==> src/hdl/adc_pkg.sv <==
//==============================================================
// Contract
// - One conversion per converter clock cycle
// - Phase high: balance clock high, sample low
// - Phase low: rising edge starts sample
// - Phase input inverts the incoming clock
// - Sample end captures comparators, first row
// - Balance end copies first row to second
// - Decode to nine bits, load next sample end
// - Output load pipelines one result per cycle
// - Result valid after next same-polarity edge
// - Disable-high input floats data outputs
// - Enable-low input floats all nine outputs
package adc_pkg;
  //==============================================================
  // Widths
  localparam int unsigned DATA_W = 8;
  localparam int unsigned CODE_W = 9;
  localparam int unsigned COMP_N = 256;
  localparam int unsigned BUF_DEPTH = 2;
  //==============================================================
  // Timing
  localparam int unsigned CLK_PERIOD_NS = 10;
  localparam int unsigned SAMPLE_MAX_NS = 500;
  // Longest time, rounds down
  localparam int unsigned SAMPLE_MAX_CYC = SAMPLE_MAX_NS / CLK_PERIOD_NS;
  localparam int unsigned OT_CNT_W = 7;
  //==============================================================
  // Reset values and codes
  localparam logic [CODE_W-1:0] CODE_RST = 9'h000;
  localparam logic [CODE_W-1:0] CODE_OVER = 9'h1ff;
  localparam logic [CODE_W-1:0] CODE_FULL_CNT = 9'h100;
  localparam logic [OT_CNT_W-1:0] OT_CNT_RST = 7'h00;
  localparam logic [OT_CNT_W-1:0] OT_CNT_ONE = 7'h01;
  localparam logic [OT_CNT_W-1:0] OT_CNT_MAX = OT_CNT_W'(SAMPLE_MAX_CYC);

  // Thermometer to straight binary; all ones means overflow
  function automatic logic [CODE_W-1:0] therm_decode(input logic [COMP_N-1:0] t);
    logic [CODE_W-1:0] cnt;
    cnt = CODE_RST;
    for (int i = 0; i < COMP_N; i++) begin
      cnt = cnt + CODE_W'(t[i]);
    end
    return (cnt == CODE_FULL_CNT) ? CODE_OVER : cnt;
  endfunction
endpackage

==> src/hdl/stream_if.sv <==
`timescale 1ns/10ps
//==============================================================
// Valid/ready word carrier
interface stream_if #(parameter int unsigned W = 9);
  logic valid;
  logic ready;
  logic [W-1:0] data;
  modport src (output valid, output data, input ready);
  modport snk (input valid, input data, output ready);
endinterface

==> src/hdl/pipe_buffer.sv <==
`timescale 1ns/10ps
//==============================================================
// Two-entry buffer, flip-flop storage
module pipe_buffer #(
  parameter int unsigned W = adc_pkg::CODE_W,
  parameter int unsigned DEPTH = adc_pkg::BUF_DEPTH
) (
  // Clock and reset
  input wire logic clk,
  input wire logic sys_rst,
  // Fill and drain sides
  stream_if.snk in_s,
  stream_if.src out_s
);
  import adc_pkg::*;
  localparam int unsigned PW = (DEPTH > 1) ? $clog2(DEPTH) : 1;
  localparam logic [PW:0] CNT_FULL = (PW+1)'(DEPTH);
  localparam logic [PW-1:0] PTR_LAST = PW'(DEPTH - 1);
  localparam logic [PW-1:0] PTR_ZERO = '0;
  localparam logic [PW:0] CNT_ZERO = '0;

  logic [W-1:0] mem_q [DEPTH];
  logic [PW-1:0] wr_q, rd_q;
  logic [PW:0] cnt_q;
  wire push = in_s.valid & in_s.ready;
  wire pop = out_s.valid & out_s.ready;
  wire [PW-1:0] wr_nx = (wr_q == PTR_LAST) ? PTR_ZERO : wr_q + PW'(1);
  wire [PW-1:0] rd_nx = (rd_q == PTR_LAST) ? PTR_ZERO : rd_q + PW'(1);

  assign in_s.ready = (cnt_q != CNT_FULL);
  assign out_s.valid = (cnt_q != CNT_ZERO);
  assign out_s.data = mem_q[rd_q];

  always_ff @(posedge clk) begin
    if (push) begin
      mem_q[wr_q] <= in_s.data;
    end
  end

  always_ff @(posedge clk) begin
    if (sys_rst) begin
      wr_q <= PTR_ZERO;
      rd_q <= PTR_ZERO;
      cnt_q <= CNT_ZERO;
    end else begin
      if (push) wr_q <= wr_nx;
      if (pop) rd_q <= rd_nx;
      cnt_q <= cnt_q + (PW+1)'(push) - (PW+1)'(pop);
    end
  end
endmodule // pipe_buffer

==> src/hdl/flash_adc_sample_pipeline.sv <==
`timescale 1ns/10ps
module flash_adc_sample_pipeline (
  // Clock and reset
  input wire logic clk,
  input wire logic sys_rst,
  // Converter clock and phase control
  input wire logic conv_clk,
  input wire logic phase_ctl,
  // Comparator thermometer, bit i high when input above tap i+1
  input wire logic [adc_pkg::COMP_N-1:0] comp_in,
  // Output enables
  input wire logic data_out_disable_hi,
  input wire logic all_out_enable_lo,
  // Three-state data pins
  output logic [adc_pkg::DATA_W-1:0] result_bits,
  output logic [adc_pkg::DATA_W-1:0] result_oe,
  output logic over_range_flag,
  output logic over_range_oe,
  // Result stream
  output logic res_valid,
  input wire logic res_ready,
  output logic [adc_pkg::CODE_W-1:0] res_data,
  // Status
  output logic pipe_stall,
  output logic sample_overtime
);
  import adc_pkg::*;

  //==============================================================
  // Phase decode
  logic sample_q;
  logic v1_q, v2_q;
  logic [COMP_N-1:0] row1_q, row2_q;
  logic [CODE_W-1:0] out_q;
  logic [OT_CNT_W-1:0] ot_cnt_q, ot_cnt_d;
  logic ot_q;

  stream_if #(.W(CODE_W)) push_s ();
  stream_if #(.W(CODE_W)) pop_s ();

  // Phase input complements the clock on entry
  wire sample_phase = conv_clk ^ phase_ctl;
  wire sample_end = sample_q & ~sample_phase;
  wire bal_end = ~sample_q & sample_phase;
  wire [CODE_W-1:0] dec_code = therm_decode(row2_q);
  // Full buffer freezes the whole pipe rather than lose a word
  wire hold = push_s.valid & ~push_s.ready;
  wire advance = sample_end & ~hold;

  assign push_s.valid = sample_end & v2_q;
  assign push_s.data = dec_code;

  always_ff @(posedge clk) begin
    if (sys_rst) begin
      sample_q <= 1'b0;
    end else begin
      sample_q <= sample_phase;
    end
  end

  //==============================================================
  // Latch rows and output register
  always_ff @(posedge clk) begin
    if (advance) begin
      row1_q <= comp_in;
    end
    if (bal_end) begin
      row2_q <= row1_q;
    end
  end

  always_ff @(posedge clk) begin
    if (sys_rst) begin
      v1_q <= 1'b0;
      v2_q <= 1'b0;
      out_q <= CODE_RST;
    end else begin
      if (advance) v1_q <= 1'b1;
      if (bal_end) v2_q <= v1_q;
      if (advance && v2_q) out_q <= dec_code;
    end
  end

  //==============================================================
  // Sample-phase length watch
  // Only flags droop risk; the clock source must avoid it
  assign ot_cnt_d = !sample_phase ? OT_CNT_RST :
                    (ot_cnt_q == OT_CNT_MAX) ? ot_cnt_q : ot_cnt_q + OT_CNT_ONE;

  always_ff @(posedge clk) begin
    if (sys_rst) begin
      ot_cnt_q <= OT_CNT_RST;
      ot_q <= 1'b0;
    end else begin
      ot_cnt_q <= ot_cnt_d;
      ot_q <= (ot_cnt_d == OT_CNT_MAX);
    end
  end

  //==============================================================
  // Buffer and pins
  pipe_buffer #(.W(CODE_W), .DEPTH(BUF_DEPTH)) u_buf (
    .clk(clk),
    .sys_rst(sys_rst),
    .in_s(push_s),
    .out_s(pop_s)
  );

  assign res_valid = pop_s.valid;
  assign res_data = pop_s.data;
  assign pop_s.ready = res_ready;
  assign pipe_stall = hold;
  assign sample_overtime = ot_q;

  assign result_bits = out_q[DATA_W-1:0];
  assign over_range_flag = out_q[CODE_W-1];
  assign result_oe = {DATA_W{all_out_enable_lo & ~data_out_disable_hi}};
  assign over_range_oe = all_out_enable_lo;

  //==============================================================
  // Checks
  a_row1_capture: assert property (@(posedge clk) disable iff (sys_rst)
    advance |=> row1_q == $past(comp_in))
    else $error("first row missed capture at sample end");

  a_row2_copy: assert property (@(posedge clk) disable iff (sys_rst)
    bal_end |=> row2_q == $past(row1_q))
    else $error("second row missed copy at balance end");

  a_out_load: assert property (@(posedge clk) disable iff (sys_rst)
    (advance && v2_q) |=> out_q == $past(dec_code) && res_valid)
    else $error("output register missed decoded code");

  a_out_only_at_end: assert property (@(posedge clk) disable iff (sys_rst)
    !$stable(out_q) |-> $past(sample_end))
    else $error("output changed away from sample end");

  a_high_phase_sample: assert property (@(posedge clk) disable iff (sys_rst)
    ($rose(conv_clk) && !phase_ctl && $stable(phase_ctl)) |=> !sample_end && sample_q)
    else $error("rising clock did not start sample");

  a_low_phase_sample: assert property (@(posedge clk) disable iff (sys_rst)
    ($fell(conv_clk) && phase_ctl && $stable(phase_ctl)) |=> sample_q)
    else $error("low clock with phase high not sampling");

  a_all_float: assert property (@(posedge clk) disable iff (sys_rst)
    !all_out_enable_lo |-> result_oe == '0 && !over_range_oe)
    else $error("outputs driven while enable low");

  a_data_float: assert property (@(posedge clk) disable iff (sys_rst)
    (data_out_disable_hi && all_out_enable_lo) |-> result_oe == '0 && over_range_oe)
    else $error("data disable wrong");

  a_over_full: assert property (@(posedge clk) disable iff (sys_rst)
    over_range_flag |-> result_bits == {DATA_W{1'b1}})
    else $error("overflow without full-scale data");

  a_overtime_flag: assert property (@(posedge clk) disable iff (sys_rst)
    sample_phase [*8] |-> ##[0:60] (sample_overtime || !sample_phase))
    else $error("long sample not flagged");

  a_stall_row1: assert property (@(posedge clk) disable iff (sys_rst)
    hold |=> $stable(row1_q))
    else $error("first row moved during stall");

  a_stall_out: assert property (@(posedge clk) disable iff (sys_rst)
    hold |=> $stable(out_q))
    else $error("output register moved during stall");

  a_stall_flag: assert property (@(posedge clk) disable iff (sys_rst)
    (sample_end && v2_q && !push_s.ready) |-> pipe_stall)
    else $error("full buffer not reported");

  a_row1_only_end: assert property (@(posedge clk) disable iff (sys_rst)
    !$stable(row1_q) |-> $past(advance))
    else $error("first row changed away from sample end");

  a_row2_only_bal: assert property (@(posedge clk) disable iff (sys_rst)
    !$stable(row2_q) |-> $past(bal_end))
    else $error("second row changed away from balance end");

  a_high_clk_bal: assert property (@(posedge clk) disable iff (sys_rst)
    (phase_ctl && $stable(phase_ctl) && conv_clk) |=> !sample_q)
    else $error("high clock with phase high not balancing");

  a_low_clk_bal: assert property (@(posedge clk) disable iff (sys_rst)
    (!phase_ctl && $stable(phase_ctl) && !conv_clk) |=> !sample_q)
    else $error("low clock with phase low not balancing");

  a_prime_order: assert property (@(posedge clk) disable iff (sys_rst)
    $rose(v2_q) |-> $past(v1_q))
    else $error("second stage primed before first");

  a_overtime_clear: assert property (@(posedge clk) disable iff (sys_rst)
    !sample_phase |=> !sample_overtime)
    else $error("overtime flag left set in balance");

  a_overtime_in_sample: assert property (@(posedge clk) disable iff (sys_rst)
    sample_overtime |-> sample_q)
    else $error("overtime flag outside sample");

  a_data_drive: assert property (@(posedge clk) disable iff (sys_rst)
    (!data_out_disable_hi && all_out_enable_lo) |-> result_oe == {DATA_W{1'b1}} && over_range_oe)
    else $error("outputs not driven while enabled");

  a_head_holds: assert property (@(posedge clk) disable iff (sys_rst)
    (res_valid && !res_ready) |=> res_valid && $stable(res_data))
    else $error("result word lost before acceptance");

  a_decode_over: assert property (@(posedge clk) disable iff (sys_rst)
    (row2_q == {COMP_N{1'b1}}) |-> dec_code == CODE_OVER)
    else $error("all comparators high not decoded as overflow");

  a_decode_zero: assert property (@(posedge clk) disable iff (sys_rst)
    (row2_q == {COMP_N{1'b0}}) |-> dec_code == CODE_RST)
    else $error("no comparator high not decoded as zero");

  c_load: cover property (@(posedge clk) disable iff (sys_rst) advance && v2_q);
  c_data_off: cover property (@(posedge clk) disable iff (sys_rst) data_out_disable_hi && all_out_enable_lo);
  c_overflow: cover property (@(posedge clk) disable iff (sys_rst) $rose(over_range_flag));
  c_stall: cover property (@(posedge clk) disable iff (sys_rst) hold);
  c_overtime: cover property (@(posedge clk) disable iff (sys_rst) $rose(sample_overtime));
endmodule // flash_adc_sample_pipeline

==> config.mk <==
export PLATFORM = sky130hd
export DESIGN_NAME = flash_adc_sample_pipeline
export DESIGN_NICKNAME = d
export VERILOG_FILES = /design/src/hdl/adc_pkg.sv /design/src/hdl/stream_if.sv /design/src/hdl/pipe_buffer.sv /design/src/hdl/flash_adc_sample_pipeline.sv
export SDC_FILE = /design/constraint.sdc
export NUM_CORES = 1
export LEC_CHECK = 0
export ABC_AREA = 1
export BUFFER_PORTS_ARGS = -buffer_cell sky130_fd_sc_hd__buf_2
export CAP_MARGIN = 20
export CORE_ASPECT_RATIO = 0.75
export CORE_MARGIN = 2
export CORE_UTILIZATION = 53
export DETAILED_ROUTE_END_ITERATION = 10
export GPL_ROUTABILITY_DRIVEN = 0
export PLACE_DENSITY = 0.87
export SKIP_CTS_REPAIR_TIMING = 1
export SLEW_MARGIN = 15
export SYNTH_ARGS = -nofsm -noshare
export SYNTH_HDL_FRONTEND = slang
export SYNTH_SLANG_ARGS = --single-unit
export TNS_END_PERCENT = 50
==> constraint.sdc <==
create_clock -name clk -period 12.7 [get_ports clk]
set_clock_uncertainty 0.05 [all_clocks]
set_input_delay 1.27 -clock clk [delete_from_list [all_inputs] [get_ports clk]]
set_output_delay 1.27 -clock clk [all_outputs]
set_load 0.05 [all_outputs]
==> metrics.md <==
| Metric | Value |
|---|---|
| Status | finished clean |
| Tcrit/Tclk final | 64.4% |
| Post-synthesis register bit count | 555 |
| Layout cell share with drive strength beyond 1 | 22.5% |
| Synth area leaders | edfxtp_1, fa_1, inv_1, ha_1, dfxtp_1 |
| Die width | 251 um |
| EDFF count, synth | 530 |
| Final hold vios | 0 |
| Largest net degree at the start of global routing | 174 |
| Gr usage total | 19.0% |
| Total number of yosys warnings | 0 |
| Worst Path Required | 13190 ps |
| Die footprint | 47400 um2 |
| Vias in the first global route | 12700 |
| CP max stage delay | 580 ps |
| Post-synth ARST share | 0% |
| Slew Viols, Final | 0 |
| Rel. slew slack | 29.8% |
| Rows | 67 |
| Nature of the critical path startpoint | register |
| Syn-to-layout area delta | 16.4% |
| CTS max path bufs | 3 |
| Final ANT Viol Nets | 0 |
| Most frequent cells in the layout | edfxtp_1, inv_1, buf_2 |
| Mapped cell area | 24200 um2 |
| CTS H-tree depth | 2 |
| Number of max-cap violations | 0 |
| CTS root buf | clkbuf_16 |
| DRT iter0 DRCs | 813 |
| FF-to-FF path depth | 30 |
| Synth Instances | 1400 |
| Hold WC Path Type | register to register |
| Drt first pass iters | 6 |
| Die Ht | 189 um |
| Register area share after synthesis | 67.8% |
| # setup viols final | 0 |
| Share of Yosys cell area claimed by the top area cell type | 65.8% |
| Number of buffers created by CTS | 51 |
| DPL Wire Length | 31.6 mm |
| Total congestion overflow | 0 |
| Placed Instances | 2271 |
| Max Clk Rate | 122 MHz |
| CTS tree | built |
| Slowest CP cell | fa_1 |
| Fin util | 62.8% |
| Post-route minimum period | 8180 ps |
| Setup CP Type | register to register |
| Critical Path End Type | register |
| Clk slew on worst S/H paths | 70 ps |
| Clock sink total | 555 |
| Io pins | 293 |
| Initial Util | 54.0% |
| Synth area leader | edfxtp_1 |
| Commonest non-fill, non-tap cell in the layout | edfxtp_1 |
| PortBufs | 292 |
| Routed WL | 43.5 mm |
| CP max FO | 16 |
| Syn Nets | 1948 |
| Routed len/inst | 18.3 um |
| Cell mode on critical path | fa_1 |
| Cell variety after synth | 34 |
| Slew @ Worst Pin | 1050 ps |
| Worst Hold Depth | 0 |
| Core footprint | 44800 um2 |
| Dominant synthesized flop cell | edfxtp_1 |
| Avg Synthesized Cell Area | 17.3 um2 |
| Nets | 2288 |
| Vias | 11300 |
| Data arrival, critical path | 8660 ps |
| Initial antenna violation count | 7 |
| Setup TNS | 0 ps |
| Skew-Pair Late Insertion Delay | 600 ps |
| First-pass GRT wire length | 68.0 mm |
| Remaining DRCs | 0 |
| Vias per inst | 4.77 |
| RSZ-0062 raised after global routing | false |
| Post-Layout Cell Count | 2374 |
[cell usage after synthesis, types with 5 or more instances]
cell type  number
fa_1          242
mux2_2          9
inv_1         389
xor2_1          5
nor2_1         24
ha_1           43
edfxtp_1      530
dfxtp_1        25
nand2_1        58
buf_4           8
a21oi_1        15
nand3_1        18
[cell families after synthesis]
group	after synthesis	synth area share (%)
flops	555	67.8
buf+inv	404	6.43
fa+ha+maj	285	22.2
simple gates	121	2.32
compound gates	18	0.460
mux	9	0.419
xor+xnor	8	0.321
[flip-flops by register name, indices dropped and copies added, names as in the netlist, named ones only]
name             cells
ot_cnt_q             7
u_buf.cnt_q          2
v2_q                 1
u_buf.mem_q         18
sample_q             1
sample_overtime      1
u_buf.rd_q           1
u_buf.wr_q           1
row2_q             256
out_q                9
row1_q             256
v1_q                 1
[layout make-up]
| cell class | count | area (um2) |
|---|---|---|
| Fill cell | 3061 | 16700 |
| Sequential cell | 555 | 16400 |
| Tap cell | 586 | 733 |
| Clock buffer | 60 | 1310 |
| Timing Repair Buffer | 300 | 1590 |
| Inverter | 391 | 1470 |
| Clock inverter | 34 | 393 |
| Antenna cell | 7 | 17.5 |
| Multi-Input combinational cell | 441 | 6240 |
[routing by layer]
| layer | wire [um] | up-vias | track usage [%] |
|---|---|---|---|
| li1 | - | 5178 | - |
| met1 | 17600 | 5699 | 25.2 |
| met2 | 22600 | 384 | 32.5 |
| met3 | 2500 | 63 | 3.44 |
| met4 | 862 | 0 | 5.76 |
| met5 | 0 | - | 0 |
[worst max-delay path, delay by kind of cell, from the launching register on]
family                     cells  cell delay (ps)
adders and majority gates     12             6080
and+or+nand+nor                9             1040
DFF                            1              400
buffers and inverters          9              560
[final timing paths]
check	end	slack (ps)	start
worst max register to register	out_q[3]	4520	row2_q[179]
worst max-delay path	out_q[3]	4520	row2_q[179]
worst min-delay path	row2_q[81]	360	row1_q[81]
worst min register to register	row2_q[81]	360	row1_q[81]
[metrics by stage]
step           worst slack, ps  cell area (um2)  hold slack, ps
3_3_place_gp              4780            26400             351
5_1_grt                   4160            28200             370
2_1_floorplan             3910            24200             350
3_5_place_dp              4540            26400             355
4_1_cts                   4500            28100             366
6_report                  4520            28200             365
Power is not shown: default switching activity piles up to over one toggle a cycle in this logic, so the estimate is an artifact.
